`src/logic/tcc_pkg.sv`:
```
/*
 * shared constants of the 16-bit timer capture/compare A block:
 * register offsets, field positions, reset values and mode codes.
 * assumes a plain register port with word-wide registers.
 */
package tcc_pkg;
  // ==========================================================
  // widths
  localparam int CNT_W = 16;
  localparam int ADDR_W = 4;
  localparam int DATA_W = 16;
  // ==========================================================
  // register offsets (word index on the plain port)
  localparam logic [3:0] OFF_CTRL = 4'h0;
  localparam logic [3:0] OFF_COUNT = 4'h1;
  localparam logic [3:0] OFF_CCA = 4'h2;
  localparam logic [3:0] OFF_STATUS = 4'h3;
  localparam logic [3:0] OFF_MASK = 4'h4;
  // ==========================================================
  // control fields
  localparam int CTRL_RUN = 0;
  localparam int CTRL_MODE_LO = 1;
  localparam int CTRL_MODE_W = 2;
  localparam int CTRL_CAP_A = 3;
  localparam int CTRL_PIN_OUT = 4;
  localparam int CTRL_EDGE_A_RISE = 5;
  localparam int CTRL_EDGE_B_RISE = 6;
  localparam int CTRL_W = 7;
  // ==========================================================
  // status / mask fields
  localparam int ST_MATCH_A = 0;
  localparam int ST_OVF = 1;
  localparam int ST_CAP_A = 2;
  localparam int ST_W = 3;
  // ==========================================================
  // reset values and counter constants
  localparam logic [15:0] CNT_RST = 16'h0000;
  localparam logic [15:0] CNT_ONE = 16'h0001;
  localparam logic [15:0] CNT_MAX = 16'hFFFF;
  localparam logic [15:0] CCA_RST = 16'h0000;
  localparam logic [6:0] CTRL_RST = 7'h00;
  localparam logic [2:0] ST_RST = 3'h0;
  // ==========================================================
  // counting modes
  typedef enum logic [1:0] {
    TCC_FREE_RUN = 2'h0,
    TCC_CLR_MATCH = 2'h1,
    TCC_CLR_EDGE_A = 2'h2,
    TCC_STOPPED = 2'h3
  } tcc_mode_t;
endpackage : tcc_pkg

```
`src/logic/tcc_edge_sync.sv`:
```
/*
 * pin synchroniser with edge detection: three flops, a change counts
 * once the second and third flops agree on a new level.
 * assumes the pin is asynchronous to i_core_clk.
 */
`timescale 1ns/1ps
module tcc_edge_sync (
  // clock and reset
  input wire logic i_core_clk,
  input wire logic i_rstn,
  // pin and edge select
  input wire logic i_pin,
  input wire logic i_rise,
  // detected valid edge
  output logic o_edge
);
  logic s1_r;
  logic s2_r;
  logic s3_r;
  logic lvl_r;

  // ==========================================================
  // synchroniser chain
  always_ff @(posedge i_core_clk) begin
    if (!i_rstn) begin
      s1_r <= 1'b0;
      s2_r <= 1'b0;
      s3_r <= 1'b0;
    end else begin
      s1_r <= i_pin;
      s2_r <= s1_r;
      s3_r <= s2_r;
    end
  end

  // accepted level follows when stages two and three agree
  always_ff @(posedge i_core_clk) begin
    if (!i_rstn) begin
      lvl_r <= 1'b0;
    end else if (s2_r == s3_r) begin
      lvl_r <= s3_r;
    end
  end

  // edge of the chosen polarity
  assign o_edge = (s2_r == s3_r) && (s3_r != lvl_r) && (s3_r == i_rise);
endmodule : tcc_edge_sync

```
`src/logic/tcc_timer_a.sv`:
```
/*
 * 16-bit timer counter with capture/compare register a.
 * assumes a plain register port: one-cycle strobes, read data in the
 * cycle after the read strobe; pins are asynchronous to the clock.
 */
`timescale 1ns/1ps
module tcc_timer_a #(
  parameter int CNT_W = tcc_pkg::CNT_W
) (
  // clock and reset
  input wire logic i_core_clk,
  input wire logic i_rstn,
  // register port
  input wire logic [tcc_pkg::ADDR_W-1:0] i_addr,
  input wire logic [tcc_pkg::DATA_W-1:0] i_wdata,
  input wire logic i_wr,
  input wire logic i_rd,
  output logic [tcc_pkg::DATA_W-1:0] o_rdata,
  // pins
  input wire logic i_edge_input_a,
  input wire logic i_shared_port_pin,
  output logic o_shared_port_pin,
  output logic o_shared_port_pin_oe,
  // interrupt and event outputs
  output logic o_irq,
  output logic o_match_irq_a
);
  logic [tcc_pkg::CTRL_W-1:0] ctrl_r;
  logic [CNT_W-1:0] count_value_r;
  logic [CNT_W-1:0] capture_compare_reg_a_r;
  logic [tcc_pkg::ST_W-1:0] status_r;
  logic [tcc_pkg::ST_W-1:0] mask_r;
  logic [tcc_pkg::DATA_W-1:0] rdata_r;
  logic timer_out_r;
  logic match_pulse_r;
  tcc_pkg::tcc_mode_t mode;
  logic running;
  logic cap_mode;
  logic pin_is_out;
  logic edge_a;
  logic edge_b_raw;
  logic edge_b;
  logic read_count;
  logic count_en;
  logic match_a;
  logic wrap;
  logic capture;
  logic clear_cnt;
  logic [tcc_pkg::ST_W-1:0] st_set;
  logic [tcc_pkg::ST_W-1:0] st_clr;

  // ==========================================================
  // control decode
  assign mode = tcc_pkg::tcc_mode_t'(
    ctrl_r[tcc_pkg::CTRL_MODE_LO +: tcc_pkg::CTRL_MODE_W]);
  assign running = ctrl_r[tcc_pkg::CTRL_RUN] &&
                   (mode != tcc_pkg::TCC_STOPPED);
  assign cap_mode = ctrl_r[tcc_pkg::CTRL_CAP_A];
  assign pin_is_out = ctrl_r[tcc_pkg::CTRL_PIN_OUT];

  // ==========================================================
  // pin synchronisers
  tcc_edge_sync u_sync_a (
    .i_core_clk(i_core_clk),
    .i_rstn(i_rstn),
    .i_pin(i_edge_input_a),
    .i_rise(ctrl_r[tcc_pkg::CTRL_EDGE_A_RISE]),
    .o_edge(edge_a)
  );

  tcc_edge_sync u_sync_b (
    .i_core_clk(i_core_clk),
    .i_rstn(i_rstn),
    .i_pin(i_shared_port_pin),
    .i_rise(ctrl_r[tcc_pkg::CTRL_EDGE_B_RISE]),
    .o_edge(edge_b_raw)
  );

  // pin input masked in output use
  assign edge_b = edge_b_raw && !pin_is_out;

  // ==========================================================
  // count control
  // freeze during count read
  assign read_count = i_rd && (i_addr == tcc_pkg::OFF_COUNT);
  assign count_en = running && !read_count;

  // zero compare fires on 0 to 1
  assign match_a = count_en && !cap_mode &&
    ((capture_compare_reg_a_r == tcc_pkg::CNT_RST) ?
     (count_value_r == tcc_pkg::CNT_RST) :
     (count_value_r + CNT_W'(1) == capture_compare_reg_a_r));
  assign wrap = count_en && (count_value_r == tcc_pkg::CNT_MAX);

  // clear sources for the clear-and-start modes
  assign clear_cnt =
    ((mode == tcc_pkg::TCC_CLR_MATCH) && match_a &&
     (capture_compare_reg_a_r != tcc_pkg::CNT_RST)) ||
    ((mode == tcc_pkg::TCC_CLR_EDGE_A) && edge_a && running);

  // stopped timer takes no defined capture
  assign capture = cap_mode && edge_b && running;

  // ==========================================================
  // counter
  always_ff @(posedge i_core_clk) begin
    if (!i_rstn) begin
      count_value_r <= tcc_pkg::CNT_RST;
    end else if (!running) begin
      count_value_r <= tcc_pkg::CNT_RST;
    end else if (clear_cnt) begin
      count_value_r <= tcc_pkg::CNT_RST;
    end else if (count_en) begin
      // wraps from max to zero naturally
      count_value_r <= count_value_r + CNT_W'(1);
    end
  end

  // ==========================================================
  // capture/compare register a
  always_ff @(posedge i_core_clk) begin
    if (!i_rstn) begin
      capture_compare_reg_a_r <= tcc_pkg::CCA_RST;
    end else if (capture) begin
      capture_compare_reg_a_r <= count_value_r;
    end else if (i_wr && i_addr == tcc_pkg::OFF_CCA) begin
      capture_compare_reg_a_r <= i_wdata[CNT_W-1:0];
    end
  end

  // ==========================================================
  // control and mask registers
  always_ff @(posedge i_core_clk) begin
    if (!i_rstn) begin
      ctrl_r <= tcc_pkg::CTRL_RST;
    end else if (i_wr && i_addr == tcc_pkg::OFF_CTRL) begin
      ctrl_r <= i_wdata[tcc_pkg::CTRL_W-1:0];
    end
  end

  always_ff @(posedge i_core_clk) begin
    if (!i_rstn) begin
      mask_r <= tcc_pkg::ST_RST;
    end else if (i_wr && i_addr == tcc_pkg::OFF_MASK) begin
      mask_r <= i_wdata[tcc_pkg::ST_W-1:0];
    end
  end

  // ==========================================================
  // sticky status, set wins over write-one-clear
  always_comb begin
    st_set = tcc_pkg::ST_RST;
    st_set[tcc_pkg::ST_MATCH_A] = match_a;
    st_set[tcc_pkg::ST_OVF] = wrap;
    st_set[tcc_pkg::ST_CAP_A] = capture;
    st_clr = (i_wr && i_addr == tcc_pkg::OFF_STATUS) ?
             i_wdata[tcc_pkg::ST_W-1:0] : tcc_pkg::ST_RST;
  end

  always_ff @(posedge i_core_clk) begin
    if (!i_rstn) begin
      status_r <= tcc_pkg::ST_RST;
    end else begin
      status_r <= (status_r & ~st_clr) | st_set;
    end
  end

  assign o_irq = |(status_r & mask_r);

  // match pulse output, one cycle
  always_ff @(posedge i_core_clk) begin
    if (!i_rstn) begin
      match_pulse_r <= 1'b0;
    end else begin
      match_pulse_r <= match_a;
    end
  end

  assign o_match_irq_a = match_pulse_r;

  // ==========================================================
  // timer output toggles on match
  always_ff @(posedge i_core_clk) begin
    if (!i_rstn) begin
      timer_out_r <= 1'b0;
    end else if (!running) begin
      timer_out_r <= 1'b0;
    end else if (match_a) begin
      timer_out_r <= !timer_out_r;
    end
  end

  // drive pin only in output use
  assign o_shared_port_pin = timer_out_r && pin_is_out;
  assign o_shared_port_pin_oe = pin_is_out;

  // ==========================================================
  // read data, one cycle after strobe
  always_ff @(posedge i_core_clk) begin
    if (!i_rstn) begin
      rdata_r <= '0;
    end else if (i_rd) begin
      unique case (i_addr)
        tcc_pkg::OFF_CTRL:
          rdata_r <= tcc_pkg::DATA_W'(ctrl_r);
        tcc_pkg::OFF_COUNT:
          rdata_r <= tcc_pkg::DATA_W'(count_value_r);
        tcc_pkg::OFF_CCA:
          rdata_r <= tcc_pkg::DATA_W'(capture_compare_reg_a_r);
        tcc_pkg::OFF_STATUS:
          rdata_r <= tcc_pkg::DATA_W'(status_r);
        tcc_pkg::OFF_MASK:
          rdata_r <= tcc_pkg::DATA_W'(mask_r);
        default:
          rdata_r <= '0;
      endcase
    end else begin
      rdata_r <= '0;
    end
  end

  assign o_rdata = rdata_r;
endmodule : tcc_timer_a

```
`config.mk`:
```
export PLATFORM = sky130hd
export DESIGN_NAME = tcc_timer_a
export DESIGN_NICKNAME = d
export VERILOG_FILES = /design/src/logic/tcc_pkg.sv /design/src/logic/tcc_edge_sync.sv /design/src/logic/tcc_timer_a.sv
export SDC_FILE = /design/constraint.sdc
export NUM_CORES = 1
export LEC_CHECK = 0
export ABC_AREA = 1
export BUFFER_PORTS_ARGS = -buffer_cell sky130_fd_sc_hd__buf_4
export CAP_MARGIN = 20
export CORE_ASPECT_RATIO = 1.5
export CORE_MARGIN = 2
export CORE_UTILIZATION = 63
export DETAILED_ROUTE_END_ITERATION = 7
export GPL_TIMING_DRIVEN = 0
export PLACE_DENSITY = 0.85
export SYNTH_ARGS = -nofsm -noshare
export SYNTH_HDL_FRONTEND = slang
export SYNTH_HIERARCHICAL = 1
export SYNTH_SLANG_ARGS = --single-unit
```
`constraint.sdc`:
```
create_clock -name i_core_clk -period 5 [get_ports i_core_clk]
set_input_delay 0.25 -clock i_core_clk [delete_from_list [all_inputs] [get_ports i_core_clk]]
set_output_delay 0.25 -clock i_core_clk [all_outputs]
set_load 0.02 [all_outputs]
```
* After elaboration in Yosys (flattened, before gate mapping)
Cells that the tools add are included.
** Storage, ports and cells
- Flip-flop bits (word level) :: 71
- Bits of input ports :: 26
- Output and inout port bits :: 20
- Word-level logic and storage cells :: 79
** Cells by class
- $add $sub $neg :: 1
- Eq/ne operators :: 15
- Multiplexer cells :: 5
- Bitwise gates (word level) :: 6
- Reduce and logical (&&, ||, !) cells :: 36
** Operators with widths (number)
- case mux 16 bit (5 select lines) :: 1
- logical NOT 16 bit :: 2
- 2-to-1 mux 16 bit :: 2
- logical AND 1 bit :: 22
- adder 16 x 1 -> 16 bit (second input constant) :: 1
- equality test 16 bit :: 1
- equality test 16 bit (second input constant) :: 1
- nonzero test 16 bit :: 1
- equality test 4 x 2 -> 1 bit (second input constant) :: 2
- bitwise AND 3 bit :: 2
- OR reduction 3 bit :: 2
- equality test 1 bit :: 4
- equality test 4 x 1 -> 1 bit (second input constant) :: 1
- equality test 4 x 3 -> 1 bit (second input constant) :: 1
- logical NOT 1 bit :: 4
- logical NOT 4 bit :: 1
- AND reduction 2 bit :: 2
- 2-to-1 mux 3 bit :: 1
- inverter 3 bit :: 1
- OR 3 bit :: 1
- equality test 2 x 1 -> 1 bit (second input constant) :: 1
- equality test 2 bit (second input constant) :: 1
- != test 1 bit :: 2
- != test 2 bit (second input constant) :: 1
- other kinds (4) :: 5

* Longest topological paths before layout
Gate-level depths: netlist (run 1).
- Depth in word-level cells :: 10
- Depth in mapped cells :: 17
- Mapped depth without buffers :: 16

* Cells and area by module
The synthesis (run 1) kept the hierarchy.
** By module, submodules not included
- tcc_timer_a :: instances 1, cells each 517, area each 3474.6 µm², sequential area each 1261.2 µm²
- tcc_edge_sync :: instances 2, cells each 21, area each 147.6 µm², sequential area each 80.1 µm²

* Least setup slack after synthesis (run 1)
Ideal clock, no wire load.
- Path kind :: flip-flop to flip-flop
- Start point :: reg count_value_r[1]
- End point :: reg count_value_r[10]
- Setup time :: 124 ps
- Arrival time :: 1945 ps
- Data required time :: 4876 ps
- Setup slack :: 2931 ps
- Stages on the path, launching flop included :: 18
- Buffers on the path :: 1
- Clock period less this slack :: 2069 ps
- Path through :: dfxtp_1 > ha_1 > nand2_1 > nor2_2 > nand2_2 > nand2_1 > nand2_1 > nand2_1 > nand2_1 > inv_1 > nand3_1 > nor2_1 > nand2_1 > nand2_2 > nand3_2 > nand2_4 > buf_12 > nor2_4
** Between the ends
- Longest elaborated chain between the ends :: 8
- Elaborated cells on any way between the ends :: 9
- Those cells by class :: add/sub: 1; eq/ne: 1; mux: 1; reduce/logical: 6
** RTL lines
- start: declaration :: RTL line tcc_timer_a.sv:29 : logic [CNT_W-1:0] count_value_r;
- start signal: assignment :: RTL line tcc_timer_a.sv:108 : count_value_r <= tcc_pkg::CNT_RST;
- start signal: assignment :: RTL line tcc_timer_a.sv:110 : count_value_r <= tcc_pkg::CNT_RST;
- start signal: assignment :: RTL line tcc_timer_a.sv:112 : count_value_r <= tcc_pkg::CNT_RST;
- adder 16 x 1 -> 16 bit :: RTL line tcc_timer_a.sv:92, tcc_timer_a.sv:115
- equality test 16 bit :: RTL line tcc_timer_a.sv:92 : (count_value_r + CNT_W'(1) == capture_compare_reg_a_r));
- 2-to-1 mux 1 bit :: RTL line tcc_timer_a.sv:90 : ((capture_compare_reg_a_r == tcc_pkg::CNT_RST) ?
- logical AND 1 bit :: RTL line tcc_timer_a.sv:89 : assign match_a = count_en && !cap_mode &&
- logical AND 1 bit (2 in series) :: RTL line tcc_timer_a.sv:97 : ((mode == tcc_pkg::TCC_CLR_MATCH) && match_a &&
- logical OR 1 bit :: RTL line tcc_timer_a.sv:98 : (capture_compare_reg_a_r != tcc_pkg::CNT_RST)) ||
- OR reduction 3 bit (no source line)
Several ways; a longest one is shown, not always the timed one.
A chain may end at the register's enable or synchronous reset.

* Worst setup path in the final report (run 1)
- Start point :: reg count_value_r[1]
- End point :: reg count_value_r[7]
The elaborated chain is that of the path after synthesis.

==> results of run 1 <==
cells by family after synthesis:
kind of cell    synth area share, %
simple gates                  33.26
compound gates                15.10
buf+inv                       10.42
flops                         37.70
xor+xnor                      2.589
fa+ha+maj                    0.6637
mux                          0.2655
worst min path at each step:
stage                                  start                        to  slack, ps  depth (start not counted)
floorplan                     i_edge_input_a  u_sync_a/s1_r$_SDFF_PN0_        340                          2
global placement    u_sync_b/s1_r$_SDFF_PN0_  u_sync_b/s2_r$_SDFF_PN0_        390                          2
detailed placement  u_sync_b/s1_r$_SDFF_PN0_  u_sync_b/s2_r$_SDFF_PN0_        410                          2
CTS                        i_shared_port_pin  u_sync_b/s1_r$_SDFF_PN0_         70                          3
global route               i_shared_port_pin  u_sync_b/s1_r$_SDFF_PN0_         80                          3
finish                     i_shared_port_pin  u_sync_b/s1_r$_SDFF_PN0_         70                          3
critical path: stages (launching register included):
cell	delay [ps]
dfxtp_1	500
ha_1	290
nand2_1	120
nor2_2	250
nand2_2	150
nand2_1	110
nand2_1	70
nand2_1	70
nand2_1	50
inv_1	50
nand3_1	110
nor2_1	110
nand2_1	80
nand2_2	100
nand3_2	100
nand2_4	170
buf_12	170
nor2_2	40
power groups by stage:
stage	registers, W	logic [W]	clock network (W)
3_5_place_dp	0.000591	0.0000756	0
3_3_place_gp	0.000591	0.0000736	0
2_1_floorplan	0.000590	0.0000401	0
4_1_cts	0.000578	0.0000761	0.000468
5_1_grt	0.000579	0.0000854	0.000492
6_report	0.000578	0.0000781	0.000470
cells in the mapped netlist (all sizes together):
cell type  number  area share [%]
inv            71             7.1
nand4          14             2.3
ha              2            0.66
xor2            4            0.93
a21oi          32             4.2
a31oi          15             2.5
xnor3           2             1.2
buf             7             1.7
nand3b          3            0.60
a211oi          1            0.20
o22ai           5            0.83
o221ai          4            0.93
a221oi          2            0.46
xnor2           2            0.46
nand3          39             5.3
a311oi          1            0.23
dfxtp          71              38
nor4            5            0.83
nand2         161              16
o21ai          43             5.7
clkbuf         15             1.5
mux2i           1            0.27
clkinv          1           0.099
nor2           52             6.9
nor3            6            0.80
routing by layer:
layer / track usage [%] / part of all wire (%) / vias up
met5: 0 / 0 / -
met4: 26.69 / 6.4 / 0
met3: 8.790 / 7.9 / 67
met2: 61.31 / 50 / 239
met1: 40.93 / 36 / 1867
li1: - / - / 1938
cell type report:
cell class              instances  share of cell area, %
plain buffers                  22                  2.790
clock buffers                  10                  2.903
clock inverters                 6                  1.594
inverters                      72                  6.149
multi-input cells             394                  44.49
flip-flops and latches         71                  32.34
well taps                      72                  2.050
repair buffers                 45                  7.686
stage by stage:
stage	std cells	util (%)	hold WS [ps]	cell area, sq um
final	692	75.97	69.92	4395
after global routing	692	75.97	83.47	4395
after CTS	692	75.97	74.29	4395
after detailed placement	676	72.56	410.2	4198
after global placement	676	72.56	393.7	4198
after floorplan	559	-	343.5	3770
registers in the layout (all words and copies together) (netlist names), 3 cells and up:
signal / flops
count_value_r: 16
ctrl_r: 7
capture_compare_reg_a_r: 16
o_rdata: 16
mask_r: 3
status_r: 3
==> results_dict.tcl, run 1 <==
set metrics [dict create \
    outcome "finished, final reports clean" \
    worstSetupPathType "flop to flop" \
    synth_cell_type_count 36 \
    timing.final.crit_share_pct 52.84 \
    cp_max_fo 10 \
    final.min_clock_period_ps 2642 \
    initialDrtViolationCount 375 \
    fill_cells 492 \
    dr_total_vias 4111 \
    grt_use_total_pct 37.37 \
    grt_max_degree 17 \
    mostFrequentLayoutCell "nand2_1" \
    setup_slack_ps 2358 \
    reg2reg_setup_slack_ps 2360 \
    p_per_area_nw_per_um2 256.3 \
    p_sw_share_pct 25.92 \
    cts_resized 0 \
    remaining_drc_errors 0 \
    synth.yosys.seq_area_share_pct 37.70 \
    cp-endpoint "count_value_r[7]$_SDFFE_PP0P_" \
    grt_first_pass_wirelength_um 18750 \
    syn-num-nets 587 \
    pwr-share-clk_pct 41.8 \
    max_freq_mhz 378.5 \
    peakVddDrop_mv 0.2431 \
    place.gp.congestion 0.9759 \
    die_w_um 67.16 \
    crit_start "count_value_r[1]$_SDFFE_PP0P_" \
    layout_common_cells "156 x nand2_1, 71 x dfxtp_1, 67 x inv_1" \
    seqCellArea_sq_um 1421 \
    first_global_vias 3975 \
    reg2reg_depth 17 \
    multiInputGateArea_sq_um 1956 \
    grt_overflow 0 \
    finalSetupTns_ps 0 \
    cts_tree "yes" \
    diodes 0 \
    synth_cells 559 \
    final_antenna_net_count 0 \
    p_leak_nw 1.830 \
    yosys_warnings 6 \
    p_sw_w 0.0002920 \
    worstPathRequired_ps 5250 \
    antenna_found_initial 0 \
    dieArea_sq_um 6631 \
    core_sq_um 5786 \
    synth_area_sq_um 3770 \
    rsz0062_at_grt "false" \
    syn_area_per_cell_sq_um 6.744 \
    clock-sinks 71 \
    drive_above_1_share_pct 15.16 \
    cts_htree_levels 3 \
    clkLatencyLatePin_ps 360 \
    power_frac_comb_pct 6.9 \
    cts_setup_buffers 0 \
    rows 34 \
    p_seq_share_pct 51.3 \
    power_w 0.001127 \
    r2r-start "count_value_r[1]$_SDFFE_PP0P_" \
    vias_per_cell 5.941 \
    initial_core_util_pct 65.16 \
    clockBufferDepth 2 \
    maxSlewViolCount 0 \
    worstMarginPinSlew_ps 788.8 \
    ys_ff_latch 71 \
    finClkSkew_ps 16.41 \
    io_pins 46 \
    relSlewSlack_pct 47.41 \
    hold_viol 0 \
    numPortBuffers 45 \
    die_y_um 98.74 \
    cts_made_buffers 9 \
    area_growth_pct 16.59 \
    cap_violations 0 \
    endpoint_kind "flop" \
    dr.pass1.iters 5 \
    hold_path.class "primary input to flop" \
    wl_per_cell_um 16.55 \
    nets 643 \
    setup_viol 0 \
    p_int_w 0.0008346 \
    critPathLaunchType "flop" \
    cts.clk_slew.worst_paths_ps 80 \
    r2r_end "count_value_r[7]$_SDFFE_PP0P_" \
    hold_buffers 0 \
    cts-root-buf "clkbuf_8" \
    cp.arrival_ps 2890 \
    post-place-ws_ps 2454 \
    routed_wl_um 11450 \
    hpwl_um 8453 \
]
No activity file was read; power rests on OpenSTA's default activity.
==> run 2, diff against run 1 <==
--- a/config.mk
+++ b/config.mk
@@ -10,10 +10,10 @@
 export CAP_MARGIN = 20
 export CORE_ASPECT_RATIO = 1.5
 export CORE_MARGIN = 2
-export CORE_UTILIZATION = 63
+export CORE_UTILIZATION = 58
 export DETAILED_ROUTE_END_ITERATION = 7
 export GPL_TIMING_DRIVEN = 0
-export PLACE_DENSITY = 0.85
+export PLACE_DENSITY = 0.8
 export SYNTH_ARGS = -nofsm -noshare
 export SYNTH_HDL_FRONTEND = slang
 export SYNTH_HIERARCHICAL = 1
==> constraint.sdc (replaced) <==
create_clock -name i_core_clk -period 2.65 [get_ports i_core_clk]
set_input_delay 0.1325 -clock i_core_clk [delete_from_list [all_inputs] [get_ports i_core_clk]]
set_output_delay 0.1325 -clock i_core_clk [all_outputs]
set_load 0.02 [all_outputs]
==> results_dict.tcl, run 2 (synthesized netlist as in run 1, its figures left out) <==
set metrics [dict create \
    cp_max_fo 10 \
    antenna_found_initial 0 \
    final_core_util_pct 69.72 \
    hold_viol 0 \
    post-place-ws_ps 79.61 \
    routed_wl_um 11520 \
    setup_viol 0 \
    grt_first_pass_wirelength_um 17930 \
    p_leak_nw 1.859 \
    hold_path.class "primary input to flop" \
    dr_total_vias 3964 \
    clkLatencyLatePin_ps 370 \
    timing.final.crit_share_pct 90.72 \
    vias_per_cell 5.679 \
    area_growth_pct 18.29 \
    die_y_um 102.7 \
    io_pins 46 \
    outcome "finished, final reports clean" \
    hpwl_um 8620 \
    crit_chain "buf_4 > inv_2 > ha_1 > xnor2_1 > nand2_1 > nor2_1 > nand2_1 > nor2_1 > nand3_1 > nor2_1 > nand2_1 > nand2_2 > nand3_2 > nand2_4 > buf_12 > nor2_2" \
    grt_use_total_pct 32.77 \
    setup_slack_ps 246.0 \
    core_sq_um 6396 \
    cap_violations 0 \
    initial_core_util_pct 58.94 \
    clock-sinks 71 \
    critPathLaunchType "flop" \
    cp.arrival_ps 2670 \
    cts-root-buf "clkbuf_8" \
    final_area_sq_um 4459 \
    rsz0062_at_grt "false" \
    crit_path_top_delay_cell "dfxtp_1" \
    numPortBuffers 45 \
    diodes 0 \
    maxSlewViolCount 0 \
    dr.pass1.iters 7 \
    rows 36 \
    finClkSkew_ps 6.010 \
    p_per_area_nw_per_um2 505.3 \
    worstPathRequired_ps 2910 \
    wl_per_cell_um 16.50 \
    final_antenna_net_count 0 \
    worstMarginPinSlew_ps 671.3 \
    dieArea_sq_um 7174 \
    remaining_drc_errors 0 \
    endpoint_kind "flop" \
    finalSetupTns_ps 0 \
    dpl.cell_count 680 \
    worstSetupPathType "flop to flop" \
    mostFrequentLayoutCell "nand2_1" \
    placed_area_sq_um 4203 \
    initialDrtViolationCount 299 \
    final.min_clock_period_ps 2404 \
    cts_htree_levels 3 \
    grt_overflow 0 \
    drive_above_1_share_pct 15.43 \
    clockBufferDepth 2 \
    cts_tree "yes" \
    grt_max_degree 17 \
    peakVddDrop_mv 0.4426 \
    fin_cells 698 \
    max_freq_mhz 416.0 \
    first_global_vias 3721 \
    cts.clk_slew.worst_paths_ps 80 \
    cts_made_buffers 9 \
    die_w_um 69.83 \
    place.gp.congestion 0.9888 \
    relSlewSlack_pct 55.08 \
    layout_common_cells "156 x nand2_1, 70 x dfxtp_1, 67 x inv_1" \
    nets 645 \
    critPathMaxStageDelay_ps 340 \
]
[run 2: changes by cell type in the layout (fill, tap and decap cells not counted), sizes merged]
cell         delta
dlygate4sd3     +2
bufinv          +1
clkinvlp        -1
[run 2: worst max-delay path, delay by kind of cell (launching register included)]
kind                     cells  cell delay [ps]
buffers and inverters        3              420
adder cells (fa/ha/maj)      1              310
XOR/XNOR                     1              130
flip-flops                   1              340
AND/OR/NAND/NOR             11             1080
[run 2: stage by stage]
stage                     total power [W]  hold slack, ps
after floorplan                  0.001188           226.0
after global placement           0.001254           309.7
after detailed placement         0.001258           314.2
after CTS                        0.002251           39.34
after global routing             0.002307           46.85
final                            0.002253           34.58
[run 2: final cells by class]
| type | instances | area (sq um) |
|---|---|---|
| Buffer | 22 | 122.6 |
| Clock buffer | 10 | 137.6 |
| Clock inverter | 6 | 92.59 |
| Fill cell | 582 | 1937 |
| Inverter | 72 | 270.3 |
| Multi-Input combinational cell | 394 | 1961 |
| Sequential cell | 71 | 1423 |
| Tap cell | 76 | 95.09 |
| Timing Repair Buffer | 47 | 357.8 |
[run 2: final timing paths]
path                                 start                                  endpoint  slack (ps)  cells after the start
max          count_value_r[0]$_SDFFE_PP0P_             count_value_r[2]$_SDFFE_PP0P_         250                     16
min                            i_wdata[11]  capture_compare_reg_a_r[11]$_SDFFE_PN0P_          30                      3
max reg2reg  count_value_r[0]$_SDFFE_PP0P_             count_value_r[2]$_SDFFE_PP0P_         250                     16
min reg2reg       u_sync_b/s1_r$_SDFF_PN0_                  u_sync_b/s2_r$_SDFF_PN0_         420                      2
[run 2: report_power, final]
group	switching [W]	internal [W]	leakage, nW
Sequential	0.0000128	0.00108	0.574
Clock	0.000455	0.000560	0.109
Combinational	0.0000883	0.0000585	1.18
Total	0.000556	0.00170	1.86
[run 2: repair_timing]
item,CTS,global route
gates resized for setup,0,2
endpoints found under the setup margin,0,12
setup buffers,0,0
hold buffers,2,0
endpoints found under the hold margin,2,0
[run 2: per-layer routing]
layer  vias to the layer above  part of all wire [%]  GRT usage (%)
li1                       1950                     -              -
met1                      1789                    37          34.07
met4                         0                   7.0          24.70
met5                         -                     0              0
met3                        62                   5.2          5.181
met2                       163                    51          59.34
==> run 3, diff against run 2 <==
--- a/config.mk
+++ b/config.mk
@@ -7,13 +7,14 @@
 export LEC_CHECK = 0
 export ABC_AREA = 1
 export BUFFER_PORTS_ARGS = -buffer_cell sky130_fd_sc_hd__buf_4
-export CAP_MARGIN = 20
 export CORE_ASPECT_RATIO = 1.5
 export CORE_MARGIN = 2
 export CORE_UTILIZATION = 58
+export CTS_BUF_LIST = sky130_fd_sc_hd__clkbuf_4 sky130_fd_sc_hd__clkbuf_8 sky130_fd_sc_hd__clkbuf_16
 export DETAILED_ROUTE_END_ITERATION = 7
 export GPL_TIMING_DRIVEN = 0
 export PLACE_DENSITY = 0.8
+export REMOVE_ABC_BUFFERS = 1
 export SYNTH_ARGS = -nofsm -noshare
 export SYNTH_HDL_FRONTEND = slang
 export SYNTH_HIERARCHICAL = 1
==> results_dict.tcl, run 3 (synthesized netlist as in run 1, its figures left out) <==
set metrics [dict create \
    dr_total_vias 3878 \
    die_y_um 102.7 \
    setup_viol 0 \
    worstPathRequired_ps 2950 \
    reg2reg_setup_slack_ps 240 \
    p_per_area_nw_per_um2 466.2 \
    topRoutingLayerUsed "met4" \
    grt_overflow 0 \
    crit_buf_inv 3 \
    core_sq_um 6396 \
    place.gp.congestion 0.9380 \
    hp-start "i_wdata[13]" \
    p_leak_nw 1.794 \
    die_w_um 69.83 \
    rows 36 \
    dr.pass1.iters 5 \
    critPathLaunchType "flop" \
    cts-root-buf "clkbuf_8" \
    cap_violations 0 \
    finalSetupTns_ps 0 \
    hold_path.class "primary input to flop" \
    initialDrtViolationCount 231 \
    layout_common_cells "156 x nand2_1, 69 x dfxtp_1, 66 x inv_1" \
    cp_max_fo 19 \
    fill_cells 585 \
    clock-sinks 71 \
    diodes 0 \
    initial_core_util_pct 58.94 \
    crit_path_top_delay_cell "clkinvlp_4" \
    final_antenna_net_count 0 \
    power_w 0.002032 \
    rsz0062_at_grt "false" \
    worstMarginPinSlew_ps 668.2 \
    vias_per_cell 5.695 \
    peakVddDrop_mv 0.4114 \
    hold_viol 0 \
    area_growth_pct 15.63 \
    maxSlewViolCount 0 \
    cts_tree "yes" \
    timing.final.crit_share_pct 90.87 \
    cp-endpoint "capture_compare_reg_a_r[8]$_SDFFE_PN0P_" \
    path_depth 9 \
    crit_chain "nand2_1 > inv_1 > nand2_1 > nand2_1 > nand4_1 > clkinv_2 > a21oi_2 > clkinvlp_4 > a31oi_1" \
    r2r-start "u_sync_b/s2_r$_SDFF_PN0_" \
    cts_made_buffers 9 \
    outcome "finished, final reports clean" \
    mostFrequentLayoutCell "nand2_1" \
    grt_use_total_pct 30.65 \
    critPathMaxStageDelay_ps 480 \
    numPortBuffers 45 \
    reg2reg_depth 9 \
    dieArea_sq_um 7174 \
    routed_wl_um 10840 \
    wl_per_cell_um 15.92 \
    fin_cells 681 \
    hpwl_um 7657 \
    max_freq_mhz 415.3 \
    r2r_end "capture_compare_reg_a_r[8]$_SDFFE_PN0P_" \
    met3_length_um 503 \
    clockBufferDepth 2 \
    clkLatencyLatePin_ps 370 \
    endpoint_kind "flop" \
    first_global_vias 3545 \
    final.min_clock_period_ps 2408 \
    cts.clk_slew.worst_paths_ps 70 \
    drt-met1-wl_um 3992 \
    nets 628 \
    remaining_drc_errors 0 \
    crit_path_frequent_cell "nand2_1" \
    cpLargestDelayFamily "buffers and inverters" \
    relSlewSlack_pct 55.15 \
    worstSetupPathType "flop to flop" \
    crit_start "u_sync_b/s2_r$_SDFF_PN0_" \
    drive_above_1_share_pct 16.36 \
    grt_max_degree 35 \
    wl_met2_um 5916 \
    cts_htree_levels 3 \
    antenna_found_initial 0 \
    dpl.cell_count 660 \
    grt_first_pass_wirelength_um 16770 \
    io_pins 46 \
    finClkSkew_ps 5.064 \
    cp.arrival_ps 2710 \
]
-- run 3: worst min path at each step --
stage / end / slack (ps) / depth (start not counted)
2_1_floorplan: u_sync_a/s1_r$_SDFF_PN0_ / 230 / 2
3_3_place_gp: u_sync_a/s1_r$_SDFF_PN0_ / 310 / 3
3_5_place_dp: u_sync_a/s1_r$_SDFF_PN0_ / 320 / 3
4_1_cts: capture_compare_reg_a_r[9]$_SDFFE_PN0P_ / 30 / 3
5_1_grt: capture_compare_reg_a_r[7]$_SDFFE_PN0P_ / 40 / 3
6_report: capture_compare_reg_a_r[13]$_SDFFE_PN0P_ / 40 / 3
-- run 3: cell type report --
class	count	area, sq um	area share, %
clock buffer	11	145.1	3.330
timing repair inverter	1	7.507	0.1722
tap	76	95.09	2.181
clock inverter	5	33.78	0.7750
inverter	72	275.3	6.315
sequential	71	1424	32.66
multi-input combinational	394	1983	45.49
timing repair buffer	51	395.4	9.070
-- run 3: worst register-to-register path, delay by kind of cell, from the launching register on --
kind | cells | cell delay (ps)
buffers and inverters | 3 | 870
AOI/OAI and AO/OA | 2 | 720
and+or+nand+nor | 4 | 400
DFF | 1 | 340
-- run 3: repair_timing --
action                                 4_1_cts  5_1_grt
setup endpoints to repair                   17       31
gates cloned                                 0        1
buffers inserted                             1        1
hold buffers                                 2        0
resized for setup                            2        6
endpoints found under the hold margin        2        0
pin swaps                                    1        0
-- run 3: power by group --
part           switching, W  internal (W)  total (W)
Combinational     0.0000872     0.0000579   0.000145
Sequential        0.0000119       0.00108    0.00109
Clock              0.000423      0.000373   0.000796
-- run 3: metrics by stage --
| stage | cell area (sq um) | utilization [%] | worst slack (ps) | hold WS [ps] |
|---|---|---|---|---|
| after floorplan | 3647 | - | 431.3 | 226.0 |
| after global placement | 4080 | 63.79 | -706.3 | 310.2 |
| after detailed placement | 4113 | 64.30 | -699.1 | 322.1 |
| after CTS | 4322 | 67.57 | 82.21 | 32.07 |
| after global routing | 4359 | 68.15 | 5.129 | 43.55 |
| final | 4359 | 68.15 | 241.9 | 36.78 |
-- run 3: layer usage --
metal,vias to the layer above,global-route usage [%]
met5,-,0
met4,0,20.56
met3,37,6.061
met2,127,56.92
met1,1801,30.96
li1,1913,-
